**src/irq_prio_pkg.sv**
```systemverilog
// Package for the interrupt priority level register block
`default_nettype none
package irq_prio_pkg;
    // Register indices, one 16-bit register per word
    localparam logic [3:0] IRQ_PRIORITY_REG_0_OFS = 4'h0;
    localparam logic [3:0] IRQ_PRIORITY_REG_1_OFS = 4'h1;
    localparam logic [3:0] IRQ_PRIORITY_REG_2_OFS = 4'h2;
    localparam logic [3:0] IRQ_PRIORITY_REG_3_OFS = 4'h3;
    localparam logic [15:0] PRIO_RESET = 16'h0000;
    // Writable bits of each register
    localparam logic [15:0] REG0_MASK = 16'h3C00;
    localparam logic [15:0] REG1_MASK = 16'h003F;
    localparam logic [15:0] REG2_MASK = 16'hFFCF;
    localparam logic [15:0] REG3_MASK = 16'hFFFC;
    // Field low bit positions
    localparam int BKPT0_POS = 12;
    localparam int STEPCNT_POS = 10;
    localparam int RXFULL_POS = 4;
    localparam int TXEMPTY_POS = 2;
    localparam int TRACE_POS = 0;
    localparam int FL_BE_POS = 14;
    localparam int FL_CC_POS = 12;
    localparam int FL_ERR_POS = 10;
    localparam int PLL_LOCK_POS = 8;
    localparam int LOW_VOLT_POS = 6;
    localparam int PIN_B_POS = 2;
    localparam int PIN_A_POS = 0;
    localparam int PORT_D_POS = 14;
    localparam int PORT_E_POS = 12;
    localparam int PORT_F_POS = 10;
    localparam int CAN_MSG_POS = 8;
    localparam int CAN_WAKE_POS = 6;
    localparam int CAN_ERR_POS = 4;
    localparam int CAN_BOFF_POS = 2;
    // Source counts: debug sources come first in the request vector
    localparam int NUM_DEBUG = 5;
    localparam int NUM_SRC = 19;
    localparam logic [1:0] FIELD_OFF = 2'h0;
endpackage : irq_prio_pkg
`default_nettype wire

```
**src/irq_priority_level_regs.sv**
```systemverilog
// Interrupt priority level registers and request level tagging
//
// Overview of operation
// - Reserved bits read zero and ignore writes.
// - Every 2-bit level field resets to 00, meaning source disabled.
// - Debug sources map codes 01,10,11 to levels 1,2,3.
// - Other sources map codes 01,10,11 to levels 0,1,2.
// - Reg 0: breakpoint 0 at 13-12, step counter at 11-10.
// - Reg 1: receive full 5-4, transmit empty 3-2, trace 1-0.
// - Reg 2: flash buffers empty 15-14, complete 13-12, error 11-10.
// - Reg 2: PLL lock 9-8, low voltage 7-6, pin B 3-2, pin A 1-0.
// - Reg 3: ports D, E, F at 15-14, 13-12, 11-10.
// - Reg 3: CAN message buffer 9-8, CAN wake-up 7-6.
// - Reg 3: CAN error 5-4, CAN bus-off 3-2, bits 1-0 reserved.
//
// The strobed register port is this design's own decision.
`default_nettype none
module irq_priority_level_regs
    import irq_prio_pkg::*;
(
    // Clock and reset
    input wire logic mclk_i,
    input wire logic arst_n_i,
    // Register port
    input wire logic [3:0] addr_i,
    input wire logic [15:0] wdata_i,
    input wire logic wr_i,
    input wire logic rd_i,
    output logic [15:0] rdata_o,
    // Requests from sources: 0..4 debug, 5..18 others
    input wire logic [NUM_SRC-1:0] src_req_i,
    // Requests to the core with their level (0..3)
    output logic [NUM_SRC-1:0] core_req_o,
    output logic [NUM_SRC*2-1:0] core_level_o
);

    logic [15:0] reg0_q, reg0_d;
    logic [15:0] reg1_q, reg1_d;
    logic [15:0] reg2_q, reg2_d;
    logic [15:0] reg3_q, reg3_d;
    logic [15:0] rdata_q, rdata_d;
    logic [NUM_SRC-1:0] req_q, req_d;
    logic [NUM_SRC*2-1:0] lvl_q, lvl_d;
    logic [NUM_SRC*2-1:0] fields;

    // Register writes: only writable bits change
    always_comb begin
        reg0_d = reg0_q;
        reg1_d = reg1_q;
        reg2_d = reg2_q;
        reg3_d = reg3_q;
        if (wr_i) begin
            unique case (addr_i)
                IRQ_PRIORITY_REG_0_OFS: reg0_d = wdata_i & REG0_MASK;
                IRQ_PRIORITY_REG_1_OFS: reg1_d = wdata_i & REG1_MASK;
                IRQ_PRIORITY_REG_2_OFS: reg2_d = wdata_i & REG2_MASK;
                IRQ_PRIORITY_REG_3_OFS: reg3_d = wdata_i & REG3_MASK;
                default: ;
            endcase
        end
    end

    always_ff @(posedge mclk_i or negedge arst_n_i) begin
        if (!arst_n_i) begin
            reg0_q <= PRIO_RESET;
            reg1_q <= PRIO_RESET;
            reg2_q <= PRIO_RESET;
            reg3_q <= PRIO_RESET;
        end else begin
            reg0_q <= reg0_d;
            reg1_q <= reg1_d;
            reg2_q <= reg2_d;
            reg3_q <= reg3_d;
        end
    end

    // Read data, valid the cycle after the read strobe
    always_comb begin
        rdata_d = 16'h0000;
        if (rd_i) begin
            unique case (addr_i)
                IRQ_PRIORITY_REG_0_OFS: rdata_d = reg0_q;
                IRQ_PRIORITY_REG_1_OFS: rdata_d = reg1_q;
                IRQ_PRIORITY_REG_2_OFS: rdata_d = reg2_q;
                IRQ_PRIORITY_REG_3_OFS: rdata_d = reg3_q;
                default: rdata_d = 16'h0000; // Unmapped reads zero
            endcase
        end
    end

    // Field gather, one 2-bit code per source
    always_comb begin
        fields[1:0] = reg0_q[BKPT0_POS +: 2];
        fields[3:2] = reg0_q[STEPCNT_POS +: 2];
        fields[5:4] = reg1_q[RXFULL_POS +: 2];
        fields[7:6] = reg1_q[TXEMPTY_POS +: 2];
        fields[9:8] = reg1_q[TRACE_POS +: 2];
        fields[11:10] = reg2_q[FL_BE_POS +: 2];
        fields[13:12] = reg2_q[FL_CC_POS +: 2];
        fields[15:14] = reg2_q[FL_ERR_POS +: 2];
        fields[17:16] = reg2_q[PLL_LOCK_POS +: 2];
        fields[19:18] = reg2_q[LOW_VOLT_POS +: 2];
        fields[21:20] = reg2_q[PIN_B_POS +: 2];
        fields[23:22] = reg2_q[PIN_A_POS +: 2];
        fields[25:24] = reg3_q[PORT_D_POS +: 2];
        fields[27:26] = reg3_q[PORT_E_POS +: 2];
        fields[29:28] = reg3_q[PORT_F_POS +: 2];
        fields[31:30] = reg3_q[CAN_MSG_POS +: 2];
        fields[33:32] = reg3_q[CAN_WAKE_POS +: 2];
        fields[35:34] = reg3_q[CAN_ERR_POS +: 2];
        fields[37:36] = reg3_q[CAN_BOFF_POS +: 2];
    end

    // Request masking and level decode
    always_comb begin
        for (int i = 0; i < NUM_SRC; i++) begin
            req_d[i] = src_req_i[i] && (fields[2*i +: 2] != FIELD_OFF);
            if (fields[2*i +: 2] == FIELD_OFF) begin
                lvl_d[2*i +: 2] = 2'h0;
            end else if (i < NUM_DEBUG) begin
                lvl_d[2*i +: 2] = fields[2*i +: 2];
            end else begin
                lvl_d[2*i +: 2] = fields[2*i +: 2] - 2'h1;
            end
        end
    end

    // Output registers
    always_ff @(posedge mclk_i or negedge arst_n_i) begin
        if (!arst_n_i) begin
            rdata_q <= 16'h0000;
            req_q <= '0;
            lvl_q <= '0;
        end else begin
            rdata_q <= rdata_d;
            req_q <= req_d;
            lvl_q <= lvl_d;
        end
    end

    assign rdata_o = rdata_q;
    assign core_req_o = req_q;
    assign core_level_o = lvl_q;
endmodule : irq_priority_level_regs
`default_nettype wire

```
**config.mk**
```make
export PLATFORM = sky130hd
export DESIGN_NAME = irq_priority_level_regs
export DESIGN_NICKNAME = d
export VERILOG_FILES = /design/src/irq_prio_pkg.sv /design/src/irq_priority_level_regs.sv
export SDC_FILE = /design/constraint.sdc
export NUM_CORES = 1
export LEC_CHECK = 0
export ABC_AREA = 1
export BUFFER_PORTS_ARGS = -buffer_cell sky130_fd_sc_hd__clkbuf_2
export CAP_MARGIN = 0
export CORE_MARGIN = 2
export CORE_UTILIZATION = 55
export DETAILED_ROUTE_END_ITERATION = 6
export GPL_TIMING_DRIVEN = 0
export PLACE_DENSITY = 0.84
export SYNTH_ARGS = -nofsm -noshare
export SYNTH_HDL_FRONTEND = slang
export SYNTH_SLANG_ARGS = --single-unit
```
**constraint.sdc**
```tcl
create_clock -name mclk_i -period 1.4 [get_ports mclk_i]
set_input_delay 0.07 -clock mclk_i [delete_from_list [all_inputs] [get_ports mclk_i]]
set_output_delay 0.07 -clock mclk_i [all_outputs]
set_load 0.01 [all_outputs]
```
# Word-level counts from Yosys, hierarchy flattened
# Index checks and enable logic that the tools add are counted.
[word_totals]
in_bits = 43
wordCells = 107
register_bits = 111
output_inout_bits = 73
[classes]
n_mux = 21
add_sub_neg = 14
n_eq_ne = 3
reduce_logical = 62
[op_table]
columns = ["op", "n"]
rows = [
  ["16-bit case mux with 4 select lines", 1],
  ["2-bit logical NOT", 19],
  ["2-bit two-way mux", 19],
  ["2-bit nonzero test", 19],
  ["2-bit by 1-bit subtractor with 2-bit output, second input constant", 14],
  ["1-bit logical AND", 19],
  ["16-bit two-way mux", 1],
  ["4-bit by 2-bit equality test with 1-bit output, second input constant", 2],
  ["2-bit AND reduction", 4],
  ["4-bit by 1-bit equality test with 1-bit output, second input constant", 1],
  ["4-bit logical NOT", 1],
]

# Longest topological paths before layout
# Gate-level depths: netlist of run 1.
[logic_depth]
word_depth = 3
mapped_depth = 7
ltp_nobuf = 6

# Worst setup path after synthesis of run 1
# No wires, ideal clock.
[synth_path]
path_type = "input to register"
from = "input wr_i"
to = "register reg2_q[15]"
setup_time_ns = 0.126
stages = 6
setup_slack_ns = 0.501
required_ns = 1.274
path_buffers = 3
t_arrival_ns = 0.773
path_cell_list = "clkbuf_2 -> inv_1 -> buf_2 -> nor2_4 -> buf_4 -> o21ai_0"
[synth_between]
elab_chain_cells = 1
[synth_lines]
columns = ["item", "line_no", "rtl"]
rows = [
  ["start, declared", "irq_priority_level_regs.sv:27", "input wire logic wr_i,"],
  ["2-bit AND reduction (no source line)", "-", ""],
  ["end signal, assigned", "irq_priority_level_regs.sv:72", "reg2_q <= reg2_d;"],
  ["end, declared", "irq_priority_level_regs.sv:39", "logic [15:0] reg2_q, reg2_d;"],
]
# Every way passes these cells.
# A chain may end at the register's enable or synchronous reset.

# Worst setup path in the final report of run 1
[layout_path]
from = "input rd_i"
to = "register rdata_q[14] (netlist: rdata_o[14])"
[layout_between]
elab_chain_cells = 1
[layout_lines]
columns = ["item", "line_no", "rtl"]
rows = [
  ["start, declared", "irq_priority_level_regs.sv:28", "input wire logic rd_i,"],
  ["16-bit two-way mux", "irq_priority_level_regs.sv:80", "if (rd_i) begin"],
  ["via rdata_d[14]", "irq_priority_level_regs.sv:41", "logic [15:0] rdata_q, rdata_d;"],
  ["end signal, assigned", "irq_priority_level_regs.sv:135", "rdata_q <= rdata_d;"],
  ["end, declared", "irq_priority_level_regs.sv:41", ""],
]
# The timed path passes the listed nets, and every way through them passes these cells.

==> flow_summary.html, run 1 <==
<table>
<tr><th>Metric</th><th>Value</th></tr>
<tr><th colspan="2">Cells and area</th></tr>
<tr><td>Ratio of cells with drive above 1 in the final layout</td><td>0.2619</td></tr>
<tr><td>Post-layout instance area</td><td>5340 um2</td></tr>
<tr><td>Total area of multi-input combinational cells</td><td>1076 um2</td></tr>
<tr><td>Storage element area</td><td>2778 um2</td></tr>
<tr><td>Total Nets Final</td><td>605</td></tr>
<tr><td>Syn-to-layout area delta</td><td>30.00%</td></tr>
<tr><td>Antenna diode instance count</td><td>0</td></tr>
<tr><td>Filler Cell Count</td><td>538</td></tr>
<tr><th colspan="2">Global routing</th></tr>
<tr><td>Busiest grt layer</td><td>met2</td></tr>
<tr><td>M2 GR Usage</td><td>0.4768</td></tr>
<tr><td>Final global-route overflow total</td><td>0</td></tr>
<tr><td>Maximum number of pins on one net before global-route repair</td><td>112</td></tr>
<tr><td>Global-route track usage on met3</td><td>0.05008</td></tr>
<tr><td>Aggregate global-route resource usage</td><td>0.2605</td></tr>
<tr><td>Vias in the first global route</td><td>3525</td></tr>
<tr><td>Global-route wire length before repair</td><td>16560 um</td></tr>
<tr><td>Met1 Use GR</td><td>0.3146</td></tr>
<tr><td>Antenna violations before repair</td><td>0</td></tr>
<tr><th colspan="2">Critical path</th></tr>
<tr><td>Arrival time worst endpoint</td><td>1400 ps</td></tr>
<tr><td>Element type at the critical path end</td><td>flip-flop</td></tr>
<tr><td>Launching element type of the critical path</td><td>input pin</td></tr>
<tr><td>Type of the worst setup path</td><td>input pin to flip-flop</td></tr>
<tr><td>CP max FO</td><td>10</td></tr>
<tr><td>Required time of the worst setup path</td><td>1680 ps</td></tr>
<tr><th colspan="2">Detailed routing</th></tr>
<tr><td>Routed vias</td><td>3338</td></tr>
<tr><td>Routed Wire Length</td><td>9805 um</td></tr>
<tr><td>First-pass detailed-route iteration total</td><td>4</td></tr>
<tr><td>Per-cell routed wire length</td><td>14.77 um</td></tr>
<tr><td>Number of routed nets with antenna violations</td><td>0</td></tr>
<tr><td>Detailed Route Iter0 Violations</td><td>257</td></tr>
<tr><td>DRC errors left</td><td>0</td></tr>
<tr><td>Via density per instance</td><td>5.027</td></tr>
<tr><th colspan="2">Logic synthesis</th></tr>
<tr><td>Synth unique cells</td><td>18</td></tr>
<tr><td>Sequential share of the synthesized area</td><td>0.6762</td></tr>
<tr><td>Compound-cell area share of the yosys netlist</td><td>0.07615</td></tr>
<tr><td>Area of the mapped netlist</td><td>4108 um2</td></tr>
<tr><td>Top cell type by total area after synthesis</td><td>sky130_fd_sc_hd__dfrtp_1</td></tr>
<tr><td>Synthesized Nets</td><td>443</td></tr>
<tr><td>Yosys top cell area share</td><td>0.6762</td></tr>
<tr><td>Count of synthesis-stage warnings from yosys</td><td>0</td></tr>
<tr><td>Mux share of post-synthesis cell area</td><td>0</td></tr>
<tr><td>Dominant combinational cell family by area after synthesis</td><td>simple AND/OR/NAND/NOR gates</td></tr>
<tr><td>Area share of xor/xnor cells in the synthesized design</td><td>0</td></tr>
<tr><td>Number of register bits inferred by synthesis</td><td>111</td></tr>
<tr><td>Average instance area after synthesis</td><td>10.27 um2</td></tr>
<tr><td>Largest cells by area after synthesis</td><td>sky130_fd_sc_hd__dfrtp_1 68%, sky130_fd_sc_hd__nand2_1 9.0%, sky130_fd_sc_hd__nand3_1 6.1%</td></tr>
<tr><td>Mapped Cells</td><td>400</td></tr>
<tr><td>Post-synthesis adder-cell area fraction</td><td>0</td></tr>
<tr><td>Fraction of the mapped netlist area in simple logic gates</td><td>0.1858</td></tr>
<tr><th colspan="2">Run status</th></tr>
<tr><td>Outcome</td><td>finished clean</td></tr>
<tr><th colspan="2">Floorplanning</th></tr>
<tr><td>Top-Level Pins</td><td>116</td></tr>
<tr><td>Floorplan Core Area</td><td>7253 um2</td></tr>
<tr><td>Total die area</td><td>8176 um2</td></tr>
<tr><td>Chip Width</td><td>90.42 um</td></tr>
<tr><td>Die Ht</td><td>90.42 um</td></tr>
<tr><td>Starting density of the core</td><td>0.5663</td></tr>
<tr><td>Placement Rows</td><td>31</td></tr>
<tr><th colspan="2">CTS</th></tr>
<tr><td>Cell at the root of the clock tree</td><td>sky130_fd_sc_hd__clkbuf_8</td></tr>
<tr><td>Latest clock arrival within the worst-skew pair</td><td>370 ps</td></tr>
<tr><td>H-tree levels</td><td>3</td></tr>
<tr><td>Clock-pin slew on the worst setup and hold paths</td><td>100 ps</td></tr>
<tr><td>Hold Buf Count CTS</td><td>37</td></tr>
<tr><td>Max Root-Sink Buffers</td><td>2</td></tr>
<tr><td>TritonCTS clock tree</td><td>done</td></tr>
<tr><td>Number of gates resized after cts</td><td>0</td></tr>
<tr><td>Clock net sink count</td><td>111</td></tr>
<tr><td># Post-CTS Setup Buffers</td><td>0</td></tr>
<tr><td>Number of buffers created by CTS</td><td>9</td></tr>
<tr><th colspan="2">STA</th></tr>
<tr><td>Slew at the pin with the worst max-slew slack</td><td>831.4 ps</td></tr>
<tr><td>Final Critical Period</td><td>1121 ps</td></tr>
<tr><td>Crit share post-route</td><td>0.8010</td></tr>
<tr><td>Unrepaired setup endpoints after global routing</td><td>false</td></tr>
<tr><td>Total of endpoints with negative setup slack in the final report</td><td>0</td></tr>
<tr><td>Maximum frequency from static timing analysis</td><td>891.8 MHz</td></tr>
<tr><td>Total Neg Setup Slack</td><td>0 ps</td></tr>
<tr><td>Final Hold Vio Count</td><td>0</td></tr>
<tr><td>Number of slew-limit violations in the final report</td><td>0</td></tr>
<tr><td>Final setup skew</td><td>6.549 ps</td></tr>
<tr><td>Worst max-slew margin expressed relative to the limit</td><td>0.4457</td></tr>
<tr><th colspan="2">Power and ir drop</th></tr>
<tr><td>Peak supply drop</td><td>908.9 uV</td></tr>
<tr><td>Standby leakage power</td><td>2.943 nW</td></tr>
<tr><td>Power density over cell area</td><td>1321 nW/um2</td></tr>
<tr><th colspan="2">Placement</th></tr>
<tr><td>Instance area after placement</td><td>4811 um2</td></tr>
<tr><td>Number of port buffers</td><td>114</td></tr>
<tr><td>HPWL after detailed placement</td><td>6574 um</td></tr>
<tr><td>RD Place Congestion</td><td>0.8443</td></tr>
<tr><th colspan="2">Worst hold path</th></tr>
<tr><td>Tightest Hold Check Type</td><td>input pin to flip-flop</td></tr>
<tr><th colspan="2">Job</th></tr>
<tr><td>Reported max-cap violation count</td><td>0</td></tr>
</table>
metrics by stage:
| step | total power (W) | setup slack (ps) | instances | util | hold slack, ps |
|---|---|---|---|---|---|
| after floorplan | 0.004709 | 500.6 | 400 | - | -225.6 |
| after global placement | 0.005285 | -1129 | 613 | 0.6621 | 279.2 |
| after detailed placement | 0.005365 | 185.9 | 613 | 0.6633 | 238.5 |
| after CTS | 0.007082 | 299.8 | 664 | 0.7362 | 36.96 |
| after global routing | 0.007452 | 194.9 | 664 | 0.7362 | 56.83 |
| final | 0.007052 | 278.6 | 664 | 0.7362 | 44.96 |
power by group:
group	switching, W	internal, W	leakage, nW
Combinational	0.000705	0.000554	1.42
Clock	0.00103	0.000635	0.0817
Sequential	0.000392	0.00374	1.44
cells in the mapped netlist:
cell type / instances
sky130_fd_sc_hd__nor3_4: 1
sky130_fd_sc_hd__o21ai_1: 6
sky130_fd_sc_hd__nand3_1: 50
sky130_fd_sc_hd__nand2_2: 3
sky130_fd_sc_hd__nand2_1: 99
sky130_fd_sc_hd__clkbuf_2: 1
sky130_fd_sc_hd__o21a_1: 19
sky130_fd_sc_hd__dfrtp_1: 111
sky130_fd_sc_hd__buf_4: 3
sky130_fd_sc_hd__a21oi_1: 10
sky130_fd_sc_hd__nor2_2: 2
sky130_fd_sc_hd__clkinv_1: 1
sky130_fd_sc_hd__nor2_1: 16
sky130_fd_sc_hd__inv_1: 38
sky130_fd_sc_hd__clkbuf_1: 12
sky130_fd_sc_hd__buf_2: 7
sky130_fd_sc_hd__nor2_4: 3
sky130_fd_sc_hd__o21ai_0: 18
layout by cell type, fill, tap and decap left out, types with 3 or more instances in the layout:
cell type,count
sky130_fd_sc_hd__dfrtp_1,111
sky130_fd_sc_hd__inv_1,38
sky130_fd_sc_hd__o21ai_1,6
sky130_fd_sc_hd__clkbuf_1,12
sky130_fd_sc_hd__buf_4,3
sky130_fd_sc_hd__nor2_4,3
sky130_fd_sc_hd__clkbuf_8,10
sky130_fd_sc_hd__nand2_1,99
sky130_fd_sc_hd__dlygate4sd3_1,37
sky130_fd_sc_hd__a21oi_1,10
sky130_fd_sc_hd__buf_2,7
sky130_fd_sc_hd__nor2_1,16
sky130_fd_sc_hd__o21ai_0,18
sky130_fd_sc_hd__clkbuf_2,114
sky130_fd_sc_hd__o21a_1,19
sky130_fd_sc_hd__nand2_2,3
sky130_fd_sc_hd__nand3_1,50
worst max-delay path: stages:
cell                            delay (ps)
sky130_fd_sc_hd__dlygate4sd3_1         530
sky130_fd_sc_hd__clkbuf_2              200
sky130_fd_sc_hd__clkinv_1              340
sky130_fd_sc_hd__a21oi_1               260
final timing paths:
check                                        end  slack, ps        from  depth (start not counted)
worst max-delay path                 rdata_o[14]        280        rd_i                          4
worst min-delay path                  rdata_o[9]         40   addr_i[2]                          4
worst max register to register       rdata_o[12]        540  reg3_q[12]                          4
worst min register to register  core_level_o[36]        510   reg3_q[2]                          1
max in group asynchronous            rdata_o[12]        460    arst_n_i                          2
min in group asynchronous         core_req_o[16]        390    arst_n_i                          2
flip-flops by register name, summed over array words and instances (netlist names):
signal        count
core_level_o     38
core_req_o       19
rdata_o          16
reg2_q           14
reg3_q           14
reg1_q            6
reg0_q            4
area by class of cell:
cell class	instances	area share
sequential	111	0.5201
tap	99	0.02320
multi-input combinational	227	0.2015
buffer	23	0.02015
inverter	39	0.02741
clock buffer	9	0.02320
clock inverter	5	0.006560
timing repair buffer	151	0.1778
metal layers:
metal	wire length [um]	vias to the layer above
met4	119	0
met5	0	-
met3	492	10
li1	-	1580
met2	5388	118
met1	3804	1630
logic make-up (layout without fill, tap and decap cells):
logic type / after synthesis / in the layout
compound gates: 53 / 53
buf+inv: 62 / 227
flops: 111 / 111
simple gates: 174 / 174
(Power assumes the default switching activity.)
==> inputs of run 2 (changes only) <==
Settings changed: ABC_AREA 1 to 0, CORE_UTILIZATION 55 to 46, PLACE_DENSITY 0.84 to 0.75.
Clock period 1.4 ns to 1 ns, I/O delays scaled along.
==> run 2 against run 1 <==
Effect of this change:
- clock power is 72% higher
- worst hold slack better by 25 ps
- sequential share of layout area is 0.71 points lower
- critical path type is now flip-flop to flip-flop
- worst setup slack worse by 270 ps
==> flow_summary.html, run 2 <==
<table>
<tr><th>Metric</th><th>Value</th></tr>
<tr><th colspan="2">Cells and area</th></tr>
<tr><td>Syn-to-layout area delta</td><td>37.10%</td></tr>
<tr><td>Fraction of the core area covered by cells at the end of the flow</td><td>0.6556</td></tr>
<tr><td>Total Nets Final</td><td>479</td></tr>
<tr><td>Antenna diode instance count</td><td>0</td></tr>
<tr><td>Commonest non-fill, non-tap cells in the layout</td><td>113 x sky130_fd_sc_hd__clkbuf_2, 111 x sky130_fd_sc_hd__dfrtp_1, 36 x sky130_fd_sc_hd__dlygate4sd3_1</td></tr>
<tr><td>Filler Cell Count</td><td>634</td></tr>
<tr><td>Commonest non-fill, non-tap cell in the layout</td><td>sky130_fd_sc_hd__clkbuf_2</td></tr>
<tr><td>Ratio of cells with drive above 1 in the final layout</td><td>0.4399</td></tr>
<tr><td>Number of flip-flops under the largest register name</td><td>38</td></tr>
<tr><td>Post-layout instance area</td><td>5414 um2</td></tr>
<tr><th colspan="2">Run status</th></tr>
<tr><td>Outcome</td><td>finished clean</td></tr>
<tr><th colspan="2">Floorplanning</th></tr>
<tr><td>Placement Rows</td><td>33</td></tr>
<tr><td>Floorplan Core Area</td><td>8258 um2</td></tr>
<tr><td>Die Ht</td><td>96.65 um</td></tr>
<tr><td>Total die area</td><td>9341 um2</td></tr>
<tr><td>Top-Level Pins</td><td>116</td></tr>
<tr><td>Starting density of the core</td><td>0.4782</td></tr>
<tr><td>Chip Width</td><td>96.65 um</td></tr>
<tr><th colspan="2">Logic synthesis</th></tr>
<tr><td>Yosys top cell area share</td><td>0.7034</td></tr>
<tr><td>Number of enable-type register cells in the synthesized netlist</td><td>0</td></tr>
<tr><td>Top cell type by total area after synthesis</td><td>sky130_fd_sc_hd__dfrtp_1</td></tr>
<tr><td>Sequential share of the synthesized area</td><td>0.7034</td></tr>
<tr><td>List of most frequent post-synthesis cells</td><td>111 x sky130_fd_sc_hd__dfrtp_1, 34 x sky130_fd_sc_hd__mux2_2, 19 x sky130_fd_sc_hd__o21a_1</td></tr>
<tr><td>Prevailing post-synth register cell</td><td>sky130_fd_sc_hd__dfrtp_1</td></tr>
<tr><td>Count of synthesis-stage warnings from yosys</td><td>0</td></tr>
<tr><td>Mapped Cells</td><td>263</td></tr>
<tr><td>Most common cell in the netlist</td><td>sky130_fd_sc_hd__dfrtp_1</td></tr>
<tr><td>Fraction of synthesis flops using an asynchronous set or reset pin</td><td>1.000</td></tr>
<tr><td>Average instance area after synthesis</td><td>15.01 um2</td></tr>
<tr><td>Number of register bits inferred by synthesis</td><td>111</td></tr>
<tr><td>Synthesized Nets</td><td>306</td></tr>
<tr><td>Area of the mapped netlist</td><td>3949 um2</td></tr>
<tr><td>Synth unique cells</td><td>19</td></tr>
<tr><td>Largest cells by area after synthesis</td><td>sky130_fd_sc_hd__dfrtp_1 70%, sky130_fd_sc_hd__mux2_2 9.7%, sky130_fd_sc_hd__o21a_1 3.6%</td></tr>
<tr><th colspan="2">Job</th></tr>
<tr><td>Reported max-cap violation count</td><td>0</td></tr>
<tr><th colspan="2">STA</th></tr>
<tr><td>Total of endpoints with negative setup slack in the final report</td><td>0</td></tr>
<tr><td>Worst max-slew margin expressed relative to the limit</td><td>0.6248</td></tr>
<tr><td>Maximum frequency from static timing analysis</td><td>1010 MHz</td></tr>
<tr><td>Smallest hold slack</td><td>70.05 ps</td></tr>
<tr><td>Slew at the pin with the worst max-slew slack</td><td>562.8 ps</td></tr>
<tr><td>Unrepaired setup endpoints after global routing</td><td>true</td></tr>
<tr><td>Total Neg Setup Slack</td><td>0 ps</td></tr>
<tr><td>Crit share post-route</td><td>0.9901</td></tr>
<tr><td>Final Hold Vio Count</td><td>0</td></tr>
<tr><td>Number of slew-limit violations in the final report</td><td>0</td></tr>
<tr><td>Final setup skew</td><td>14.29 ps</td></tr>
<tr><td>Final Critical Period</td><td>990.1 ps</td></tr>
<tr><th colspan="2">Detailed routing</th></tr>
<tr><td>Routed vias</td><td>2571</td></tr>
<tr><td>Per-cell routed wire length</td><td>14.97 um</td></tr>
<tr><td>DRC errors left</td><td>0</td></tr>
<tr><td>First-pass detailed-route iteration total</td><td>4</td></tr>
<tr><td>Number of routed nets with antenna violations</td><td>0</td></tr>
<tr><td>Via density per instance</td><td>4.709</td></tr>
<tr><td>Detailed Route Iter0 Violations</td><td>65</td></tr>
<tr><td>Routed Wire Length</td><td>8173 um</td></tr>
<tr><th colspan="2">Worst hold path</th></tr>
<tr><td>Tightest Hold Check Type</td><td>input pin to flip-flop</td></tr>
<tr><th colspan="2">Critical path</th></tr>
<tr><td>Type of the worst setup path</td><td>flip-flop to flip-flop</td></tr>
<tr><td>CP max FO</td><td>2</td></tr>
<tr><td>Slowest cell on crit path</td><td>sky130_fd_sc_hd__dfrtp_1</td></tr>
<tr><td>CP cell instances</td><td>mux2_4 -&gt; a22oi_2 -&gt; nor2_1</td></tr>
<tr><td>Launching element type of the critical path</td><td>flip-flop</td></tr>
<tr><td>Element type at the critical path end</td><td>flip-flop</td></tr>
<tr><td>Crit path max-delay family</td><td>flip-flops</td></tr>
<tr><td>Longest individual stage delay on the worst path</td><td>400 ps</td></tr>
<tr><td>Count of buffer and inverter cells on the critical path</td><td>0</td></tr>
<tr><td>Arrival time worst endpoint</td><td>1250 ps</td></tr>
<tr><td>Required time of the worst setup path</td><td>1260 ps</td></tr>
<tr><th colspan="2">Global routing</th></tr>
<tr><td>Aggregate global-route resource usage</td><td>0.1844</td></tr>
<tr><td>Vias in the first global route</td><td>2748</td></tr>
<tr><td>Final global-route overflow total</td><td>0</td></tr>
<tr><td>Antenna violations before repair</td><td>0</td></tr>
<tr><td>Global-route wire length before repair</td><td>13720 um</td></tr>
<tr><td>Maximum number of pins on one net before global-route repair</td><td>112</td></tr>
<tr><th colspan="2">CTS</th></tr>
<tr><td>Number of buffers created by CTS</td><td>9</td></tr>
<tr><td>Max Root-Sink Buffers</td><td>2</td></tr>
<tr><td>Clock-pin slew on the worst setup and hold paths</td><td>110 ps</td></tr>
<tr><td>Cell at the root of the clock tree</td><td>sky130_fd_sc_hd__clkbuf_8</td></tr>
<tr><td>Latest clock arrival within the worst-skew pair</td><td>370 ps</td></tr>
<tr><td>H-tree levels</td><td>3</td></tr>
<tr><td>TritonCTS clock tree</td><td>done</td></tr>
<tr><td>Clock net sink count</td><td>111</td></tr>
<tr><th colspan="2">Power and ir drop</th></tr>
<tr><td>Cell internal pwr</td><td>0.007806 W</td></tr>
<tr><td>Standby leakage power</td><td>2.736 nW</td></tr>
<tr><td>Portion of total power attributed to combinational logic</td><td>0.206</td></tr>
<tr><td>Switching power summed over all nets</td><td>0.003123 W</td></tr>
<tr><td>Switching fraction of total power</td><td>0.2858</td></tr>
<tr><td>Peak supply drop</td><td>869.5 uV</td></tr>
<tr><td>Seq pwr share</td><td>0.531</td></tr>
<tr><td>Proportion of power drawn by the clock network</td><td>0.263</td></tr>
<tr><td>Power density over cell area</td><td>2019 nW/um2</td></tr>
<tr><td>PnR Total Power</td><td>0.01093 W</td></tr>
<tr><th colspan="2">Placement</th></tr>
<tr><td>RD Place Congestion</td><td>0.7201</td></tr>
<tr><td>Number of port buffers</td><td>114</td></tr>
<tr><td>Instance area after placement</td><td>4686 um2</td></tr>
<tr><td>HPWL after detailed placement</td><td>5327 um</td></tr>
</table>
run 2: changes by cell type after synthesis, moves of 10 or more:
| cell | previous run | this run |
|---|---|---|
| sky130_fd_sc_hd__mux2_1 | 0 | 10 |
| sky130_fd_sc_hd__nand3_1 | 50 | 0 |
| sky130_fd_sc_hd__mux2_2 | 0 | 34 |
| sky130_fd_sc_hd__inv_1 | 38 | 0 |
| sky130_fd_sc_hd__o21ai_0 | 18 | 0 |
| sky130_fd_sc_hd__a21oi_1 | 10 | 0 |
| sky130_fd_sc_hd__and2_1 | 0 | 14 |
| sky130_fd_sc_hd__nor2b_1 | 0 | 15 |
| sky130_fd_sc_hd__nand2_1 | 99 | 5 |
run 2: area by class of cell:
| type | count | area, um2 | area share |
|---|---|---|---|
| clock inverter | 7 | 100.1 | 0.01849 |
| clock buffer | 9 | 123.9 | 0.02288 |
| buffer | 16 | 95.09 | 0.01756 |
| sequential | 111 | 2778 | 0.5131 |
| tap | 105 | 131.4 | 0.02427 |
| timing repair buffer | 162 | 1036 | 0.1914 |
| multi-input combinational | 136 | 1150 | 0.2124 |
run 2: final timing paths:
kind | end | slack (ps) | startpoint | cells after the start
hold / removal | rdata_o[4] | 70 | addr_i[2] | 4
min in group asynchronous | core_level_o[30] | 240 | arst_n_i | 2
max in group asynchronous | reg3_q[3] | 340 | arst_n_i | 2
setup reg to reg | rdata_o[13] | 10 | reg2_q[13] | 3
setup / recovery | rdata_o[13] | 10 | reg2_q[13] | 3
hold reg to reg | core_level_o[24] | 480 | reg3_q[14] | 1
run 2: per-stage QoR:
| step | std cells | setup slack, ps |
|---|---|---|
| after floorplan | 263 | -135.5 |
| after global placement | 482 | -1535 |
| after detailed placement | 482 | -466.9 |
| after CTS | 546 | 3.043 |
| after global routing | 546 | -35.30 |
| final | 546 | 9.921 |
run 2: metal layers:
metal  share of wire  routed length [um]  vias to the layer above  global-route usage
met3           0.042                 342                        8             0.03902
met2            0.51                4164                       75              0.3040
met4           0.013                 104                        0             0.07151
met1            0.44                3561                     1263              0.2409
li1                -                   -                     1225                   -
met5               0                   0                        -                   0
run 2: cell families (layout without fill, tap and decap cells):
family | after synthesis | count (layout) | synth area share
AO/OA/AOI/OAI | 27 | 27 | 0.05133
buffers and inverters | 16 | 194 | 0.02155
AND/OR/NAND/NOR | 57 | 57 | 0.07795
flip-flops | 111 | 111 | 0.7034
multiplexers | 52 | 52 | 0.1458
run 2: tightest hold or removal path, cell delays in order:
cell and delay [ps]:
sky130_fd_sc_hd__clkbuf_2 130, sky130_fd_sc_hd__nor3b_1 80, sky130_fd_sc_hd__nand2_1 100, sky130_fd_sc_hd__nor2_1 50
run 2: power groups by stage:
stage               clock (W)  combinational, W  sequential [W]
finish                0.00288           0.00225         0.00581
global route          0.00313           0.00246         0.00592
CTS                   0.00297           0.00221         0.00579
detailed placement          0           0.00186         0.00595
global placement            0           0.00180         0.00591
floorplan                   0          0.000822         0.00607
run 2: what timing repair did:
item                                   4_1_cts  5_1_grt
setup endpoints to repair                   16      121
pin swaps                                    1        4
gates resized for setup                      0       13
endpoints found under the hold margin      168        0
hold buffers                                36        0
setup buffers                               12        0
==> inputs of run 3 (changes only) <==
Settings changed: PLACE_DENSITY 0.75 to default, PLACE_DENSITY_LB_ADDON from default to 0.12.
==> run 3 against run 2 <==
Effect of this change:
- worst setup slack got worse by 20 ps
- die area unchanged
- global-route usage shrank 0.42 points
- sequential cell count unchanged
- the flow now finishes with violations (setup timing)
- clock power increased by 11%
- worst hold slack better by 6.3 ps
- largest power group unchanged
==> flow_summary.html, run 3 (synthesis gave the netlist of run 2 again) <==
<table>
<tr><th>Metric</th><th>Value</th></tr>
<tr><th colspan="2">Run status</th></tr>
<tr><td>Outcome</td><td>finished with violations</td></tr>
<tr><td>Failing checks</td><td>setup timing</td></tr>
<tr><th colspan="2">Cells and area</th></tr>
<tr><td>Total area of multi-input combinational cells</td><td>1142 um2</td></tr>
<tr><td>Storage element area</td><td>2778 um2</td></tr>
<tr><td>Commonest non-fill, non-tap cells in the layout</td><td>113 x sky130_fd_sc_hd__clkbuf_2, 111 x sky130_fd_sc_hd__dfrtp_1, 36 x sky130_fd_sc_hd__dlygate4sd3_1</td></tr>
<tr><td>Post-layout instance area</td><td>5426 um2</td></tr>
<tr><td>Commonest non-fill, non-tap cell in the layout</td><td>sky130_fd_sc_hd__clkbuf_2</td></tr>
<tr><td>Total Nets Final</td><td>479</td></tr>
<tr><td>Filler Cell Count</td><td>673</td></tr>
<tr><td>Antenna diode instance count</td><td>0</td></tr>
<tr><td>Syn-to-layout area delta</td><td>37.42%</td></tr>
<tr><td>Number of standard cells in the layout, taps in and fillers out</td><td>546</td></tr>
<tr><td>Number of flip-flops under the largest register name</td><td>38</td></tr>
<tr><td>Ratio of cells with drive above 1 in the final layout</td><td>0.4399</td></tr>
<tr><th colspan="2">Global routing</th></tr>
<tr><td>Aggregate global-route resource usage</td><td>0.1802</td></tr>
<tr><td>Global-route wire length before repair</td><td>13540 um</td></tr>
<tr><td>Maximum number of pins on one net before global-route repair</td><td>112</td></tr>
<tr><td>Vias in the first global route</td><td>2658</td></tr>
<tr><td>Antenna violations before repair</td><td>0</td></tr>
<tr><td>Final global-route overflow total</td><td>0</td></tr>
<tr><th colspan="2">STA</th></tr>
<tr><td>Unrepaired setup endpoints after global routing</td><td>true</td></tr>
<tr><td>Worst max-slew margin expressed relative to the limit</td><td>0.5954</td></tr>
<tr><td>Total of endpoints with negative setup slack in the final report</td><td>1</td></tr>
<tr><td>Final setup skew</td><td>5.383 ps</td></tr>
<tr><td>Final Hold Vio Count</td><td>0</td></tr>
<tr><td>Crit share post-route</td><td>1.011</td></tr>
<tr><td>Maximum frequency from static timing analysis</td><td>989.6 MHz</td></tr>
<tr><td>Smallest hold slack</td><td>76.34 ps</td></tr>
<tr><td>Number of slew-limit violations in the final report</td><td>0</td></tr>
<tr><td>Final Critical Period</td><td>1011 ps</td></tr>
<tr><td>Post-route setup slack</td><td>-10.53 ps</td></tr>
<tr><td>Slew at the pin with the worst max-slew slack</td><td>606.9 ps</td></tr>
<tr><th colspan="2">Critical path</th></tr>
<tr><td>Reg-to-reg critical path endpoint</td><td>rdata_o[12]</td></tr>
<tr><td>Number of cells on the worst reg-to-reg path</td><td>3</td></tr>
<tr><td>Launch point of the worst reg-to-reg path</td><td>reg2_q[12]</td></tr>
<tr><td>Launching element type of the critical path</td><td>flip-flop</td></tr>
<tr><td>CP startpoint</td><td>reg2_q[12]</td></tr>
<tr><td>Element type at the critical path end</td><td>flip-flop</td></tr>
<tr><td>Type of the worst setup path</td><td>flip-flop to flip-flop</td></tr>
<tr><td>Required time of the worst setup path</td><td>1240 ps</td></tr>
<tr><td>CP max FO</td><td>2</td></tr>
<tr><td>Arrival time worst endpoint</td><td>1250 ps</td></tr>
<tr><td>Worst reg2reg setup slack</td><td>-10 ps</td></tr>
<tr><th colspan="2">Detailed routing</th></tr>
<tr><td>First-pass detailed-route iteration total</td><td>4</td></tr>
<tr><td>Per-cell routed wire length</td><td>14.66 um</td></tr>
<tr><td>Highest metal layer with signal wires</td><td>met4</td></tr>
<tr><td>Via density per instance</td><td>4.676</td></tr>
<tr><td>Detailed Route Iter0 Violations</td><td>87</td></tr>
<tr><td>Met3 wirelength from detailed routing</td><td>417 um</td></tr>
<tr><td>Metal-1 WL</td><td>3662 um</td></tr>
<tr><td>DRC errors left</td><td>0</td></tr>
<tr><td>Routed Wire Length</td><td>8007 um</td></tr>
<tr><td>Detailed route wirelength on metal2</td><td>3805 um</td></tr>
<tr><td>Number of routed nets with antenna violations</td><td>0</td></tr>
<tr><td>Routed vias</td><td>2553</td></tr>
<tr><th colspan="2">CTS</th></tr>
<tr><td>Cell at the root of the clock tree</td><td>sky130_fd_sc_hd__clkbuf_8</td></tr>
<tr><td>H-tree levels</td><td>3</td></tr>
<tr><td>Latest clock arrival within the worst-skew pair</td><td>350 ps</td></tr>
<tr><td>Number of buffers created by CTS</td><td>9</td></tr>
<tr><td>Clock-pin slew on the worst setup and hold paths</td><td>100 ps</td></tr>
<tr><td>Max Root-Sink Buffers</td><td>2</td></tr>
<tr><td>TritonCTS clock tree</td><td>done</td></tr>
<tr><td>Clock net sink count</td><td>111</td></tr>
<tr><th colspan="2">Placement</th></tr>
<tr><td>HPWL after detailed placement</td><td>5168 um</td></tr>
<tr><td>Total placed cells including tap cells</td><td>482</td></tr>
<tr><td>Instance area after placement</td><td>4686 um2</td></tr>
<tr><td>Post-placement worst setup slack</td><td>-459.5 ps</td></tr>
<tr><td>RD Place Congestion</td><td>0.7018</td></tr>
<tr><td>Number of port buffers</td><td>114</td></tr>
<tr><th colspan="2">Power and ir drop</th></tr>
<tr><td>Power density over cell area</td><td>2073 nW/um2</td></tr>
<tr><td>Standby leakage power</td><td>2.737 nW</td></tr>
<tr><td>PnR Total Power</td><td>0.01125 W</td></tr>
<tr><td>Peak supply drop</td><td>993.7 uV</td></tr>
<tr><th colspan="2">Job</th></tr>
<tr><td>Reported max-cap violation count</td><td>0</td></tr>
<tr><th colspan="2">Floorplanning</th></tr>
<tr><td>Starting density of the core</td><td>0.4782</td></tr>
<tr><td>Chip Width</td><td>96.65 um</td></tr>
<tr><td>Die Ht</td><td>96.65 um</td></tr>
<tr><td>Total die area</td><td>9341 um2</td></tr>
<tr><td>Floorplan Core Area</td><td>8258 um2</td></tr>
<tr><td>Top-Level Pins</td><td>116</td></tr>
<tr><td>Placement Rows</td><td>33</td></tr>
<tr><th colspan="2">Worst hold path</th></tr>
<tr><td>Hold Path Depth</td><td>4</td></tr>
<tr><td>Tightest Hold Check Type</td><td>input pin to flip-flop</td></tr>
<tr><td>Hold path startpoint</td><td>addr_i[2]</td></tr>
<tr><td>End point of the most critical hold path</td><td>rdata_o[4]</td></tr>
</table>
[run 3: cell types whose count changed in the layout (fill, tap and decap cells not counted), sizes merged]
| cell | previous run | this run |
|---|---|---|
| inv | 4 | 2 |
| bufinv | 1 | 3 |
[run 3: power breakdown]
group,leakage (nW),switching (W),total [W],internal (W)
clock network,0.126,0.00151,0.00321,0.00170
logic,1.19,0.000989,0.00224,0.00125
registers,1.42,0.000493,0.00580,0.00531
total,2.74,0.00299,0.0112,0.00825
[run 3: layer usage]
metal	vias to the layer above	global-route usage
li1	1228	-
met1	1232	0.2539
met2	80	0.2826
met3	13	0.03974
met4	0	0.05525
met5	-	0
[run 3: repair_timing]
action	4_1_cts	5_1_grt
pin swaps	1	0
resized for setup	1	10
hold buffers	36	0
hold endpoints to repair	168	0
setup endpoints to repair	16	128
buffers inserted	12	1
[run 3: metrics by stage]
step	utilization	setup TNS (ps)
2_1_floorplan	-	-1375
3_3_place_gp	0.5664	-191760
3_5_place_dp	0.5674	-11130
4_1_cts	0.6530	0
5_1_grt	0.6571	-61.36
6_report	0.6571	-10.53
[run 3: worst max path at each step]
stage	endpoint	depth (start not counted)
floorplan	reg3_q[12]	5
global placement	core_req_o[17]	1
detailed placement	reg3_q[12]	6
CTS	rdata_o[3]	3
global route	rdata_o[12]	3
finish	rdata_o[12]	3
[run 3: cell type report]
cell class	instances	share of cell area
clock buffer	9	0.02283
clock inverter	7	0.02352
multi-input combinational	136	0.2105
timing repair buffer	163	0.1923
buffer	15	0.01476
sequential	111	0.5119
tap	105	0.02421
[run 3: worst max-delay path: stages (launching register included)]
cell and delay, ps:
sky130_fd_sc_hd__dfrtp_1 400, sky130_fd_sc_hd__mux2_2 280, sky130_fd_sc_hd__a22oi_1 160, sky130_fd_sc_hd__nor2_1 60
